File: config.mk
export PLATFORM = sky130hd
export DESIGN_NAME = scpb_bank
export DESIGN_NICKNAME = d
export VERILOG_FILES = /design/src/scpb_pkg.sv /design/src/scpb_bank.sv
export SDC_FILE = /design/constraint.sdc
export NUM_CORES = 1
export LEC_CHECK = 0
export BUFFER_PORTS_ARGS = -buffer_cell sky130_fd_sc_hd__buf_2
export CORE_MARGIN = 3
export CORE_UTILIZATION = 50
export CTS_BUF_LIST = sky130_fd_sc_hd__clkbuf_4
export DETAILED_ROUTE_END_ITERATION = 8
export PLACE_DENSITY = 0.74
export SLEW_MARGIN = 20
export SYNTH_ARGS = -nofsm -noshare
export SYNTH_HDL_FRONTEND = slang
export SYNTH_SLANG_ARGS = --single-unit
File: constraint.sdc
create_clock -name mclk -period 2.2 [get_ports mclk]
set_input_delay 0.33 -clock mclk [delete_from_list [all_inputs] [get_ports mclk]]
set_output_delay 0.33 -clock mclk [all_outputs]
set_load 0.005 [all_outputs]
File: src/scpb_pkg.sv
// package of offsets, fields and reset values for the sensor channel parameter bank
package scpb_pkg;
  // parameter offsets
  localparam logic [7:0] OFF_BUS_ADDR = 8'h00;
  localparam logic [7:0] OFF_CHAN_LIST = 8'h01;
  localparam logic [7:0] OFF_EMIT_CH12 = 8'h02;
  localparam logic [7:0] OFF_EMIT_CH3 = 8'h03;
  localparam logic [7:0] OFF_ALIGN = 8'h05;
  localparam logic [7:0] OFF_ALS_HIST = 8'h19;
  localparam logic [7:0] OFF_ADC_OFFSET = 8'h1A;
  localparam logic [7:0] OFF_RSVD_1B = 8'h1B;
  localparam logic [7:0] OFF_EMIT_REC = 8'h1C;
  localparam logic [7:0] OFF_IR_COUNT = 8'h1D;
  localparam logic [7:0] OFF_IR_GAIN = 8'h1E;
  localparam logic [7:0] OFF_IR_RANGE = 8'h1F;
  // reset values
  localparam logic [7:0] RST_BUS_ADDR = 8'h00;
  localparam logic [7:0] RST_CHAN_LIST = 8'h00;
  localparam logic [7:0] RST_EMIT_CH12 = 8'h21;
  localparam logic [7:0] RST_EMIT_CH3 = 8'h04;
  localparam logic [7:0] RST_ALIGN = 8'h00;
  localparam logic [7:0] RST_RSVD_1B = 8'h00;
  localparam logic [7:0] RST_OTHER = 8'h00;
  localparam logic [6:0] RST_SLAVE_ADDR = 7'h10; // power-up slave address; the value is arbitrary
  // channel list bit positions
  localparam int BIT_PROX1 = 0;
  localparam int BIT_PROX2 = 1;
  localparam int BIT_PROX3 = 2;
  localparam int BIT_VIS = 4;
  localparam int BIT_IR = 5;
  localparam int BIT_AUX = 6;
  // emitter field low bits and alignment bit positions
  localparam int EMIT_P1_LSB = 0;
  localparam int EMIT_P2_LSB = 4;
  localparam int EMIT_P3_LSB = 0;
  localparam int ALIGN_P1 = 4;
  localparam int ALIGN_P2 = 5;
  localparam int ALIGN_P3 = 6;
  // channel indices of the measurement select
  localparam logic [2:0] CH_PROX1 = 3'h0;
  localparam logic [2:0] CH_PROX2 = 3'h1;
  localparam logic [2:0] CH_PROX3 = 3'h2;
  localparam logic [2:0] CH_VIS = 3'h4;
  localparam logic [2:0] CH_IR = 3'h5;
  localparam logic [2:0] CH_AUX = 3'h6;
  // whole state of the bank
  typedef struct packed {
    logic [7:0] address_change_command;
    logic [7:0] chanList;
    logic [7:0] emitCh12;
    logic [7:0] emitCh3;
    logic [7:0] align;
    logic [7:0] alsHist;
    logic [7:0] adcOffset;
    logic [7:0] rsvd1b;
    logic [7:0] emitRec;
    logic [7:0] irCount;
    logic [7:0] irGain;
    logic [7:0] irRange;
    logic [6:0] slaveAddr;
    logic [7:0] readData;
    logic [15:0] resProx1;
    logic [15:0] resProx2;
    logic [15:0] resProx3;
    logic [15:0] resVis;
    logic [15:0] resIr;
    logic [15:0] resAux;
  } scpb_state_t;
endpackage

File: src/scpb_bank.sv
// parameter bank, emitter select, result alignment and result storage of the sensor
// Operation
// - new slave address applies only on command
// - bit 6 runs auxiliary channel, stores result
// - bit 5 runs ambient infrared channel
// - bit 4 runs ambient visible channel
// - bits 0..2 enable proximity channels 1..3
// - bits 2:0 pick proximity one emitters
// - bits 6:4 pick proximity two emitters
// - bits 2:0 pick proximity three emitters
// - first emitter select resets to 0x21
// - second emitter select resets to 0x04
// - bit 6 selects low bits, channel 3
// - bit 5 selects low bits, channel 2
// - bit 4 selects low bits, channel 1
// - parameters reached only by set/query commands
`timescale 1ns/1ps
`default_nettype none
module scpb_bank
  import scpb_pkg::*;
(
  // clock and reset
  input wire logic mclk,
  input wire logic rst_n,
  // parameter command port from the command sequencer
  input wire logic paramWrite,
  input wire logic paramRead,
  input wire logic [7:0] paramOffset,
  input wire logic [7:0] paramWrData,
  output logic [7:0] paramRdData,
  // address change command
  input wire logic addressChangeCommand,
  output logic [6:0] slaveAddress,
  // measurement sequencer
  input wire logic [2:0] measChannel,
  input wire logic measActive,
  input wire logic convDone,
  input wire logic [16:0] convResult,
  // channel enables
  output logic proximityOneEnable,
  output logic proximityTwoEnable,
  output logic proximityThreeEnable,
  output logic ambientVisibleEnable,
  output logic ambientInfraredEnable,
  output logic auxiliaryEnable,
  // emitter drive
  output logic emitterOutputOne,
  output logic emitterOutputTwo,
  output logic emitterOutputThree,
  // result bytes
  output logic [15:0] proxOneResult,
  output logic [15:0] proxTwoResult,
  output logic [15:0] proxThreeResult,
  output logic [15:0] ambientVisibleResult,
  output logic [15:0] ambientInfraredResult,
  output logic [7:0] auxiliaryResultLow,
  output logic [7:0] auxiliaryResultHigh,
  // converter settings out to the analogue side
  output logic [7:0] alsHistory,
  output logic [7:0] converterOffset,
  output logic [7:0] emitterRecovery,
  output logic [7:0] irConvTime,
  output logic [7:0] irGain,
  output logic [7:0] irRange
);

  // current and next state
  scpb_state_t st;
  scpb_state_t next_st;
  // emitters chosen for the channel now measured
  logic [2:0] emitSel;
  // aligned 16-bit result of the finished conversion
  logic [15:0] aligned;

  // pick 16 of 17 converter bits: low bits when set, upper bits when clear
  // the bit comes from the stored parameter, so a write in the same cycle
  // as a capture only affects the following capture
  function automatic logic [15:0] align16(input logic lowBits, input logic [16:0] raw);
    if (lowBits) begin
      align16 = raw[15:0];
    end else begin
      align16 = raw[16:1];
    end
  endfunction

  // emitters and alignment per proximity channel
  // only the three proximity channels carry an emitter choice
  always_comb begin
    emitSel = 3'h0;
    aligned = convResult[16:1];
    case (measChannel)
      CH_PROX1: begin
        emitSel = st.emitCh12[EMIT_P1_LSB +: 3];
        aligned = align16(st.align[ALIGN_P1], convResult);
      end
      CH_PROX2: begin
        emitSel = st.emitCh12[EMIT_P2_LSB +: 3];
        aligned = align16(st.align[ALIGN_P2], convResult);
      end
      CH_PROX3: begin
        emitSel = st.emitCh3[EMIT_P3_LSB +: 3];
        aligned = align16(st.align[ALIGN_P3], convResult);
      end
      default: begin
        emitSel = 3'h0;
        aligned = convResult[16:1];
      end
    endcase
  end

  // next state: parameter writes, reads, address switch, result capture
  always_comb begin
    next_st = st;
    // parameter set command; each location holds until rewritten
    // reserved bits are stored as written, the host keeps them at zero
    if (paramWrite) begin
      if (paramOffset == OFF_BUS_ADDR) begin
        // staged only; the bus keeps answering at the active address
        next_st.address_change_command = paramWrData;
      end else if (paramOffset == OFF_CHAN_LIST) begin
        // enables apply from the next conversion on
        next_st.chanList = paramWrData;
      end else if (paramOffset == OFF_EMIT_CH12) begin
        // emitter choice of proximity channels one and two
        next_st.emitCh12 = paramWrData;
      end else if (paramOffset == OFF_EMIT_CH3) begin
        // emitter choice of proximity channel three
        next_st.emitCh3 = paramWrData;
      end else if (paramOffset == OFF_ALIGN) begin
        // alignment bits, used by the next proximity capture
        next_st.align = paramWrData;
      end else if (paramOffset == OFF_ALS_HIST) begin
        // ambient filter history setting
        next_st.alsHist = paramWrData;
      end else if (paramOffset == OFF_ADC_OFFSET) begin
        // converter offset setting
        next_st.adcOffset = paramWrData;
      end else if (paramOffset == OFF_RSVD_1B) begin
        // reserved location, kept as plain storage
        next_st.rsvd1b = paramWrData;
      end else if (paramOffset == OFF_EMIT_REC) begin
        // emitter recovery time
        next_st.emitRec = paramWrData;
      end else if (paramOffset == OFF_IR_COUNT) begin
        // infrared conversion time
        next_st.irCount = paramWrData;
      end else if (paramOffset == OFF_IR_GAIN) begin
        // infrared converter gain
        next_st.irGain = paramWrData;
      end else if (paramOffset == OFF_IR_RANGE) begin
        // infrared converter range
        next_st.irRange = paramWrData;
      end
    end
    // parameter query command; unmapped offsets read zero
    // the holding register keeps its value until the next query
    if (paramRead) begin
      if (paramOffset == OFF_BUS_ADDR) begin
        next_st.readData = st.address_change_command;
      end else if (paramOffset == OFF_CHAN_LIST) begin
        next_st.readData = st.chanList;
      end else if (paramOffset == OFF_EMIT_CH12) begin
        next_st.readData = st.emitCh12;
      end else if (paramOffset == OFF_EMIT_CH3) begin
        next_st.readData = st.emitCh3;
      end else if (paramOffset == OFF_ALIGN) begin
        next_st.readData = st.align;
      end else if (paramOffset == OFF_ALS_HIST) begin
        next_st.readData = st.alsHist;
      end else if (paramOffset == OFF_ADC_OFFSET) begin
        next_st.readData = st.adcOffset;
      end else if (paramOffset == OFF_RSVD_1B) begin
        next_st.readData = st.rsvd1b;
      end else if (paramOffset == OFF_EMIT_REC) begin
        next_st.readData = st.emitRec;
      end else if (paramOffset == OFF_IR_COUNT) begin
        next_st.readData = st.irCount;
      end else if (paramOffset == OFF_IR_GAIN) begin
        next_st.readData = st.irGain;
      end else if (paramOffset == OFF_IR_RANGE) begin
        next_st.readData = st.irRange;
      end else begin
        next_st.readData = 8'h00;
      end
    end
    // slave address moves only on the address change command
    // a command in the same cycle as the address write takes the old value
    if (addressChangeCommand) begin
      next_st.slaveAddr = st.address_change_command[6:0];
    end
    // store a finished conversion into the enabled channel's result bytes
    // a disabled channel or an unused index leaves every result alone
    if (convDone) begin
      case (measChannel)
        CH_PROX1: begin
          if (st.chanList[BIT_PROX1]) begin
            next_st.resProx1 = aligned;
          end
        end
        CH_PROX2: begin
          if (st.chanList[BIT_PROX2]) begin
            next_st.resProx2 = aligned;
          end
        end
        CH_PROX3: begin
          if (st.chanList[BIT_PROX3]) begin
            next_st.resProx3 = aligned;
          end
        end
        // ambient and auxiliary results always keep the upper 16 bits
        CH_VIS: begin
          if (st.chanList[BIT_VIS]) begin
            next_st.resVis = convResult[16:1];
          end
        end
        CH_IR: begin
          if (st.chanList[BIT_IR]) begin
            next_st.resIr = convResult[16:1];
          end
        end
        CH_AUX: begin
          if (st.chanList[BIT_AUX]) begin
            next_st.resAux = convResult[16:1];
          end
        end
        default: begin
          // indices 3 and 7 store nothing
          next_st.resAux = st.resAux;
        end
      endcase
    end
  end

  // state register with documented defaults
  // the reset branch loads constants only
  always_ff @(posedge mclk or negedge rst_n) begin
    if (!rst_n) begin
      // parameter defaults
      st.address_change_command <= RST_BUS_ADDR;
      st.chanList <= RST_CHAN_LIST;
      st.emitCh12 <= RST_EMIT_CH12;
      st.emitCh3 <= RST_EMIT_CH3;
      st.align <= RST_ALIGN;
      st.alsHist <= RST_OTHER;
      st.adcOffset <= RST_OTHER;
      st.rsvd1b <= RST_RSVD_1B;
      st.emitRec <= RST_OTHER;
      st.irCount <= RST_OTHER;
      st.irGain <= RST_OTHER;
      st.irRange <= RST_OTHER;
      // active address and read holding register
      st.slaveAddr <= RST_SLAVE_ADDR;
      st.readData <= 8'h00;
      // result bytes
      st.resProx1 <= 16'h0000;
      st.resProx2 <= 16'h0000;
      st.resProx3 <= 16'h0000;
      st.resVis <= 16'h0000;
      st.resIr <= 16'h0000;
      st.resAux <= 16'h0000;
    end else begin
      st <= next_st;
    end
  end

  // outputs
  assign paramRdData = st.readData;
  assign slaveAddress = st.slaveAddr;
  // channel enables straight from the stored list
  assign proximityOneEnable = st.chanList[BIT_PROX1];
  assign proximityTwoEnable = st.chanList[BIT_PROX2];
  assign proximityThreeEnable = st.chanList[BIT_PROX3];
  assign ambientVisibleEnable = st.chanList[BIT_VIS];
  assign ambientInfraredEnable = st.chanList[BIT_IR];
  assign auxiliaryEnable = st.chanList[BIT_AUX];
  // emitters pulse only while a proximity measurement runs
  assign emitterOutputOne = measActive & emitSel[0];
  assign emitterOutputTwo = measActive & emitSel[1];
  assign emitterOutputThree = measActive & emitSel[2];
  // result bytes from their holding registers
  assign proxOneResult = st.resProx1;
  assign proxTwoResult = st.resProx2;
  assign proxThreeResult = st.resProx3;
  assign ambientVisibleResult = st.resVis;
  assign ambientInfraredResult = st.resIr;
  assign auxiliaryResultLow = st.resAux[7:0];
  assign auxiliaryResultHigh = st.resAux[15:8];
  // converter settings to the analogue side
  assign alsHistory = st.alsHist;
  assign converterOffset = st.adcOffset;
  assign emitterRecovery = st.emitRec;
  assign irConvTime = st.irCount;
  assign irGain = st.irGain;
  assign irRange = st.irRange;

endmodule
`default_nettype wire

# After elaboration in Yosys (flattened, before gate mapping)
# Cells that the tools add are included.
[word_totals] output_inout_bits=168 regBits=207 inputBits=43
[op_classes] n_reduce_logical=20 eq_ne=16 muxes=17 bitwise=14
[op_table] cell="two-way mux 8 bit" n=12
[op_table] cell="== test 8 x 5 -> 1 bit (second input constant)" n=7
[op_table] cell="two-way mux 16 bit" n=3
[op_table] cell="case mux 16 bit (2 select lines)" n=1
[op_table] cell="AND reduction 3 bit" n=7
[op_table] cell="== test 8 x 2 -> 1 bit (second input constant)" n=2
[op_table] cell="AND reduction 13 bit" n=1
[op_table] cell="AND reduction 12 bit" n=1
[op_table] cell="inverter 1 bit" n=11
[op_table] cell="AND reduction 11 bit" n=1
[op_table] cell="AND reduction 10 bit" n=1
[op_table] cell="== test 3 bit (second input constant)" n=3
[op_table] cell="case mux 3 bit (3 select lines)" n=1
[op_table] cell="AND reduction 9 bit" n=1
[op_table] cell="== test 8 x 1 -> 1 bit (second input constant)" n=1
[op_table] cell="== test 8 x 3 -> 1 bit (second input constant)" n=1
[op_table] cell="zero test 8 bit" n=1
[op_table] cell="AND reduction 8 bit" n=1
[op_table] cell="AND reduction 7 bit" n=1
[op_table] cell="AND reduction 6 bit" n=1
[op_table] cell="AND reduction 5 bit" n=1
[op_table] cell="AND reduction 4 bit" n=1
[op_table] cell="bitwise AND 1 bit" n=3
[op_table] cell="== test 3 x 1 -> 1 bit (second input constant)" n=1
[op_table] cell="3 further kinds" n=3

# Depth between registers and ports, before layout
# Gate-level depths: netlist of the first run.
[depth] ltp_word=13 mapped_depth=8 depth_no_buf=5

# Worst setup path before layout of the first run
# No wires, ideal clock.
[synth_path] path_type="input port to flip-flop" startpoint="input port paramOffset[7]" endpoint="register st (netlist bit emitterRecovery[0])" setup_slack_ns=0.390 stages=5 t_arrival_ns=1.686 path_cell_list="or3_4 -> nor2_4 -> nand3_4 -> nor3_4 -> mux2_2"
[synth_via] elab_chain_cells=3
[synth_rtl] item="from (decl)" line_no="scpb_bank.sv:28" rtl="input wire logic [7:0] paramOffset,"
[synth_rtl] item="== test 8 x 5 -> 1 bit (tied with other cells)" line_no="scpb_bank.sv:138" rtl="end else if (paramOffset == OFF_RSVD_1B) begin"
[synth_rtl] item="inverter 1 bit (no line)"
[synth_rtl] item="AND reduction 10 bit (no line) (*)"
[synth_rtl] item="to (signal assigned)" line_no="scpb_bank.sv:262" rtl="st <= next_st;"
[synth_rtl] item="to (decl)" line_no="scpb_bank.sv:68" rtl="scpb_state_t st;"
# Mark *: on every way between the ends. The rest lies on a longest branch, timed or not.
# A chain may end at the register's enable or synchronous reset.

# Worst setup path after layout of the first run
[layout_path] startpoint="register st[177] (netlist bit)" endpoint="output port emitterOutputThree"
[layout_via] elab_chain_cells=2
[layout_rtl] item="case mux 3 bit (3 select lines)" line_no="scpb_bank.sv:91" rtl="case (measChannel)"
[layout_rtl] item="bitwise AND 1 bit" line_no="scpb_bank.sv:279" rtl="assign emitterOutputThree = measActive & emitSel[2];"
[layout_rtl] item="to (decl)" line_no="scpb_bank.sv:49" rtl="output logic emitterOutputThree,"
# Every way passes these cells.

==> out/results.txt, run 1 <==
Slew Viols, Final: 0
reg2reg end: proxOneResult[7]$_DFFE_PN0P_
dpl cells: 1205
synth unique cells: 57
top_reg_cell synth: dfrtp_1
P_leak: 6.11 nW
outcome: completed
DR WL/cell: 19.9 µm
Final HPWL DP: 18500 µm
worst slew pin tran: 0.575 ns
hold_sp: addressChangeCommand
DR DRC count: 0
antenna-violating nets left: 0
vias in the first global route: 7153
IO buf count: 210
first-pass detailed-route iteration total: 5
CTS Sinks: 207
Fmax: 0.489 GHz
hold crit path type: input pin to flop
max cap viols: 0
hold path depth: 2
share of post-route cells with drive strength above 1: 49.9%
synthesis-to-layout area growth: 12.1%
TNS Setup: 0 ns
Top Ports: 211
final setup fails: 0
Final Skew: 0.0405 ns
CP arrival: 1.71 ns
Final Cell Area: 0.0116 mm²
net count reported at finish: 1051
Initial Utilization: 51.1%
minimum clock period: 2.04 ns
Syn Nets: 932
area leader, netlist: dfrtp_1
Post-synth EDFFs: 0
largest net degree at the start of global routing: 61
Via density: 5.49
GRT busiest layer: met2
Syn Std Cell Area: 0.0104 mm²
Routed Wire Length: 26100 µm
Worst Reg2Reg Path Length in Cells: 6
met1 usage: 31.1%
clock slew at reported path FFs: 0.07 ns
RSZ-0062 raised after global routing: false
initial drt markers: 437
Synth top area share: 49.0%
Die Y: 150 µm
Fin Hold WS: 0.0728 ns
Mean Syn Cell Area: 11.7 µm²
Synth Register Bits: 207
total gr overflow: 0
Synth Instances: 889
launching point of the worst reg2reg path: st[173]$_DFFE_PN0P_
Die Area: 0.0225 mm²
Skew-Pair Late Insertion Delay: 0.67 ns
Worst EP required: 1.87 ns
CTS tree: built
Area after DPL: 0.0108 mm²
Worst setup EP type: primary output
setup slack, reg-to-reg: 0.45 ns
Die X: 150 µm
CTS max path bufs: 3
Hold EP: slaveAddress[6]$_DFFE_PN0P_
max_slew headroom: 61.7%
GRT Total Usage: 22.9%
total CTS buffers: 53
Final Hold Viols: 0
Placeable Area: 0.0203 mm²
CTS root buffer: clkbuf_4
initial antenna violation count: 1
post-synthesis sequential area ratio: 50.0%
placer congestion estimate: 0.936
floorplan row count: 52
H-tree depth: 2
crit path kind: flop to primary output
met3 Use GR: 5.97%
cell area power density: 730 mW/mm²
synth top area cells: dfrtp_1 (49%), mux2_2 (17%), buf_4 (12%)
worst-path maximum fanout: 4
peak supply drop: 0.462 mV
CP Launch Type: flop
async set-reset flop share out of synthesis: 100%
met2 Use GR: 36.3%
Non-Filler Instances: 1314
final period utilization: 92.9%
DR vias: 7210
Warnings, synthesis: 0
first-pass GRT wire length: 40300 µm
[synthesized netlist by cell type, types with 4 or more instances]
cell type / instances
dfrtp_1: 203
buf_4: 161
mux2_2: 158
nor2_1: 56
a21oi_1: 46
nand2_1: 39
o21ai_0: 31
clkbuf_1: 26
mux2i_1: 22
buf_2: 18
nand3_1: 13
o22ai_1: 9
nor2b_1: 7
inv_1: 6
mux4_2: 6
nand2b_1: 6
nor3_1: 5
a221oi_1: 4
a22oi_1: 4
a32oi_1: 4
dfstp_2: 4
nor2_4: 4
nor3_2: 4
[area by class of cell]
class | count | area (µm²)
Multi-Input combinational cell | 469 | 3750
Inverter | 7 | 26.3
Tap cell | 270 | 338
Clock buffer | 75 | 563
Clock inverter | 15 | 119
Sequential cell | 207 | 5180
Antenna cell | 1 | 2.50
Timing Repair Buffer | 270 | 1630
Fill cell | 1710 | 8680
[how the worst max path moves through the flow]
stage                   startpoint                        endpoint  slack (ns)  depth (start not counted)
5_1_grt        st[177]$_DFFE_PN1P_              emitterOutputThree        0.03                          5
4_1_cts        st[177]$_DFFE_PN1P_              emitterOutputThree        0.11                          5
2_1_floorplan       paramOffset[7]  emitterRecovery[0]$_DFFE_PN0P_        0.39                          5
3_3_place_gp        paramOffset[7]  emitterRecovery[6]$_DFFE_PN0P_        0.12                          6
3_5_place_dp        paramOffset[7]  emitterRecovery[4]$_DFFE_PN0P_        0.08                          6
6_report       st[177]$_DFFE_PN1P_              emitterOutputThree        0.16                          5
[kinds of logic (layout without fill, tap and decap cells)]
logic type	Yosys count	count (layout)	synth area share, %
buffers and inverters	213	367	13.8
DFF	207	207	50.0
muxes	186	186	20.6
and+or+nand+nor	154	154	7.76
AOI/OAI and AO/OA	128	128	7.70
xor gates and xnor gates	1	1	0.0845
other	0	1	0
[flip-flops by register name, summed over array words and instances (netlist names)]
| signal | flops |
|---|---|
| st | 42 |
| ambientInfraredResult | 16 |
| ambientVisibleResult | 16 |
| proxOneResult | 16 |
| proxThreeResult | 16 |
| proxTwoResult | 16 |
| alsHistory | 8 |
| auxiliaryResultHigh | 8 |
| auxiliaryResultLow | 8 |
| converterOffset | 8 |
| emitterRecovery | 8 |
| irConvTime | 8 |
| irGain | 8 |
| irRange | 8 |
| paramRdData | 8 |
| slaveAddress | 7 |
| ambientInfraredEnable | 1 |
| ambientVisibleEnable | 1 |
| auxiliaryEnable | 1 |
| proximityOneEnable | 1 |
| proximityThreeEnable | 1 |
| proximityTwoEnable | 1 |
[placed cells by master, fill, tap and decap left out, types with 3 or more instances in the layout]
| cell type | Yosys | layout |
|---|---|---|
| nand2b_1 | 6 | 6 |
| nand2_1 | 39 | 39 |
| a21oi_1 | 46 | 46 |
| clkinv_2 | 0 | 4 |
| nor2_1 | 56 | 56 |
| nand4_1 | 3 | 3 |
| o22ai_1 | 9 | 9 |
| buf_12 | 0 | 6 |
| mux4_2 | 6 | 6 |
| clkinv_1 | 1 | 9 |
| buf_2 | 18 | 209 |
| dfrtp_1 | 203 | 203 |
| a32oi_1 | 4 | 4 |
| nor2b_1 | 7 | 7 |
| nor3_1 | 5 | 4 |
| mux2_2 | 158 | 158 |
| o21ai_0 | 31 | 31 |
| clkbuf_4 | 0 | 75 |
| buf_4 | 161 | 36 |
| o211ai_1 | 3 | 3 |
| nand3_1 | 13 | 13 |
| nor2_4 | 4 | 4 |
| o21a_1 | 3 | 3 |
| a221oi_1 | 4 | 4 |
| a211oi_1 | 3 | 3 |
| inv_1 | 6 | 6 |
| dlygate4sd3_1 | 0 | 18 |
| o32a_1 | 3 | 3 |
| a22oi_1 | 4 | 4 |
| dfstp_2 | 4 | 4 |
| and3_1 | 3 | 3 |
| nor3_2 | 4 | 5 |
| mux2i_1 | 22 | 22 |
[repair_timing]
action,CTS,global route
hold buffers,18,0
resized for setup,0,0
buffers inserted,0,0
endpoints found under the hold margin,103,0
[where the power goes]
part | internal (mW) | leakage, nW | switching, mW
clock network | 1.80 | 0.406 | 1.55
registers | 4.03 | 2.83 | 0.151
logic | 0.438 | 2.87 | 0.513
total | 6.27 | 6.11 | 2.21
[metrics by stage]
step	total power, mW	utilization, %	worst slack [ns]
final	8.48	57.2	0.155
after global routing	8.89	57.2	0.0321
after CTS	8.57	57.2	0.109
after detailed placement	5.17	53.0	0.0845
after global placement	5.14	53.0	0.116
after floorplan	4.88	-	0.390
[layer usage]
metal / vias up / wire length (µm)
met4: 0 / 501
met1: 3605 / 10900
li1: 3233 / -
met3: 43 / 2260
met2: 329 / 12500
met5: - / 0
[worst max-delay path, cell delays in order (launching register included)]
cell	delay (ns)
dfstp_2	0.60
mux2i_1	0.09
nor2_1	0.10
a21oi_1	0.06
nor2_1	0.10
buf_2	0.13
Power figures use the tool's default switching activity.
==> run 2: changes to the inputs <==
--- a/config.mk
+++ b/config.mk
@@ -7,11 +7,13 @@
 export LEC_CHECK = 0
 export BUFFER_PORTS_ARGS = -buffer_cell sky130_fd_sc_hd__buf_2
 export CORE_MARGIN = 3
-export CORE_UTILIZATION = 50
+export CORE_UTILIZATION = 56
 export CTS_BUF_LIST = sky130_fd_sc_hd__clkbuf_4
 export DETAILED_ROUTE_END_ITERATION = 8
-export PLACE_DENSITY = 0.74
+export MAX_ROUTING_LAYER = met4
+export PLACE_DENSITY = 0.81
 export SLEW_MARGIN = 20
 export SYNTH_ARGS = -nofsm -noshare
 export SYNTH_HDL_FRONTEND = slang
 export SYNTH_SLANG_ARGS = --single-unit
+export TNS_END_PERCENT = 100
==> run 2 against run 1 <==
  * Sequential power hardly changed
  * Combinational power is 0.4% higher
  * Die area is 10% lower
  * Global-route usage is 3.2 points higher
  * First-iteration DRC count is 20% higher
  * Worst hold slack worse by 0.0064 ns
  * Via count is 0.78% higher
  * Clock skew is 0.025 ns higher
  * Cell area is 0.97% lower
  * Worst setup slack better by 0.023 ns
  * Routed wire length is 1.2% lower
==> out/results.txt, run 2 (synthesis gave the netlist of run 1 again) <==
net count reported at finish: 1045 (-0.57%)
CP Launch Type: flop
max_slew headroom: 56.3% (-5.3 points)
Final HPWL DP: 18400 µm (-0.80%)
Placeable Area: 0.0181 mm² (-11%)
Final Skew: 0.0659 ns (+0.0254 ns)
Initial Utilization: 57.3% (+6.2 points)
cts repair resizes: 0 (unchanged)
leading cell type in the layout, fill and taps excluded: buf_2
fill count: 1346 (-21%)
DR DRC count: 0 (unchanged)
first-pass GRT wire length: 40000 µm (-0.70%)
total gr overflow: 0 (unchanged)
Worst Reg2Reg Path Length in Cells: 6 (unchanged)
Die X: 142 µm (-5.3%)
WP buf/inv: 1 (unchanged)
most frequent CP cell: nor2_1
outcome: completed
vias in the first global route: 7230 (+1.1%)
worst-path maximum fanout: 3 (-1)
launching point of the worst reg2reg path: st[173]$_DFFE_PN0P_
Worst setup EP type: primary output
CTS max path bufs: 3 (unchanged)
cell area power density: 718 mW/mm² (-1.6%)
GRT Total Usage: 26.1% (+3.2 points)
Die Y: 142 µm (-5.3%)
Via density: 5.73 (+4.5%)
initial antenna violation count: 1 (unchanged)
CP peak stage delay: 0.54 ns (-0.06 ns)
reg2reg end: proxOneResult[8]$_DFFE_PN0P_
Area after DPL: 0.0107 mm² (-0.71%)
crit path kind: flop to primary output
worst slew pin tran: 0.650 ns (+0.0753 ns)
hold_sp: addressChangeCommand
most frequent cells in the layout: buf_2 (209), dfrtp_1 (203), mux2_2 (158)
Worst EP required: 1.87 ns (about the same)
Hold EP: slaveAddress[5]$_DFFE_PN0P_
share of post-route cells with drive strength above 1: 49.9% (about the same)
Final Cell Area: 0.0115 mm² (-0.97%)
Slowest-stage cell, CP: dfstp_2
Skew-Pair Late Insertion Delay: 0.68 ns (about the same)
RSZ-0062 raised after global routing: false
first-pass detailed-route iteration total: 6 (+1)
max cap viols: 0 (unchanged)
postcts setup bufs: 0 (unchanged)
Die Area: 0.0202 mm² (-10%)
P_leak: 6.07 nW (-0.64%)
H-tree depth: 2 (unchanged)
CTS tree: built
synthesis-to-layout area growth: 11.0%
TNS Setup: 0 ns (unchanged)
Routed Wire Length: 25800 µm (-1.2%)
CTS Sinks: 207 (unchanged)
final setup fails: 0 (unchanged)
Top Ports: 211 (unchanged)
placer congestion estimate: 0.945 (+0.89%)
hold path depth: 2 (unchanged)
max FFs per register: 42 (unchanged)
post-layout util: 63.6% (+6.4 points)
IO buf count: 210 (unchanged)
clock slew at reported path FFs: 0.07 ns (about the same)
largest net degree at the start of global routing: 71 (+16%)
hold crit path type: input pin to flop
DR vias: 7266 (+0.78%)
Fmax: 0.495 GHz (+1.1%)
CP arrival: 1.69 ns (-0.02 ns)
Final Hold Viols: 0 (unchanged)
final period utilization: 91.9% (-1.0 points)
minimum clock period: 2.02 ns (-0.0230 ns)
Biggest register: st
peak supply drop: 0.570 mV (+23%)
CTS root buffer: clkbuf_4
initial drt markers: 524 (+20%)
total CTS buffers: 52 (-1.9%)
setup slack, reg-to-reg: 0.42 ns (-0.03 ns)
Top delay family on crit path: flip-flops
crit path cell chain: mux2i_1 -> nor2_1 -> a21oi_1 -> nor2_1 -> buf_2
DR WL/cell: 20.4 µm (+2.5%)
antenna-violating nets left: 0 (unchanged)
floorplan row count: 49 (-5.8%)
Slew Viols, Final: 0 (unchanged)
[run 2: changes by cell type in the layout (fill, tap and decap cells not counted), sizes merged]
cell and change:
buf -5, clkbuf +4, clkinv -4, bufinv -2
clkinvlp +2, inv -1
[run 2: layer usage]
metal  routed length [µm]  vias to the layer above  track usage (%)
li1                     -                     3229                -
met1                10800                     3609             35.0
met2                12200                      355             40.0
met3                 1990                       73             4.57
met4                  839                        0             10.2
met5                    0                        -                -
[run 2: how the worst max path moves through the flow]
stage	startpoint	endpoint	slack [ns]	cells past startpoint
after detailed placement	paramOffset[7]	emitterRecovery[1]$_DFFE_PN0P_	0.11	6
after global routing	st[177]$_DFFE_PN1P_	emitterOutputThree	0.07	5
after global placement	paramOffset[7]	emitterRecovery[2]$_DFFE_PN0P_	0.14	6
after floorplan	paramOffset[7]	emitterRecovery[0]$_DFFE_PN0P_	0.39	5
after CTS	st[183]$_DFFE_PN1P_	emitterOutputOne	0.13	5
final	st[183]$_DFFE_PN1P_	emitterOutputOne	0.18	5
[run 2: report_power, final]
| part | internal, mW | switching, mW | total (mW) | leakage (nW) |
|---|---|---|---|---|
| combinational | 0.438 | 0.516 | 0.955 | 2.86 |
| sequential | 4.03 | 0.150 | 4.18 | 2.83 |
| clock | 1.63 | 1.50 | 3.13 | 0.384 |
| total | 6.10 | 2.16 | 8.26 | 6.07 |
[run 2: stage by stage]
step | cells | power [mW] | setup slack, ns | hold slack (ns)
after CTS | 1266 | 8.35 | 0.129 | 0.00915
after floorplan | 889 | 4.88 | 0.390 | 0.0344
after global routing | 1267 | 8.66 | 0.0682 | 0.0104
after global placement | 1159 | 5.14 | 0.141 | 0.334
final | 1267 | 8.26 | 0.178 | 0.0664
after detailed placement | 1159 | 5.17 | 0.112 | 0.337
[run 2: final cells by class]
| cell class | count | area, µm² | area share [%] |
|---|---|---|---|
| repair buffers | 265 | 1610 | 14.0 |
| multi-input cells | 469 | 3750 | 32.6 |
| well taps | 229 | 287 | 2.49 |
| diodes | 1 | 2.50 | 0.0218 |
| clock inverters | 10 | 52.6 | 0.457 |
| inverters | 7 | 26.3 | 0.228 |
| clock buffers | 79 | 593 | 5.16 |
| flip-flops and latches | 207 | 5180 | 45.1 |
[run 2: timing repair]
| action | CTS | global route |
|---|---|---|
| endpoints found under the hold margin | 103 | 0 |
| endpoints found under the setup margin | 0 | 0 |
| hold buffers | 18 | 0 |
[run 2: worst register-to-register path, cell delays in order, from the launching register on]
cell,delay [ns]
dfrtp_1,0.42
o21ai_0,0.16
o21ai_0,0.13
o221ai_2,0.25
buf_12,0.21
mux2i_1,0.38
o21ai_0,0.13
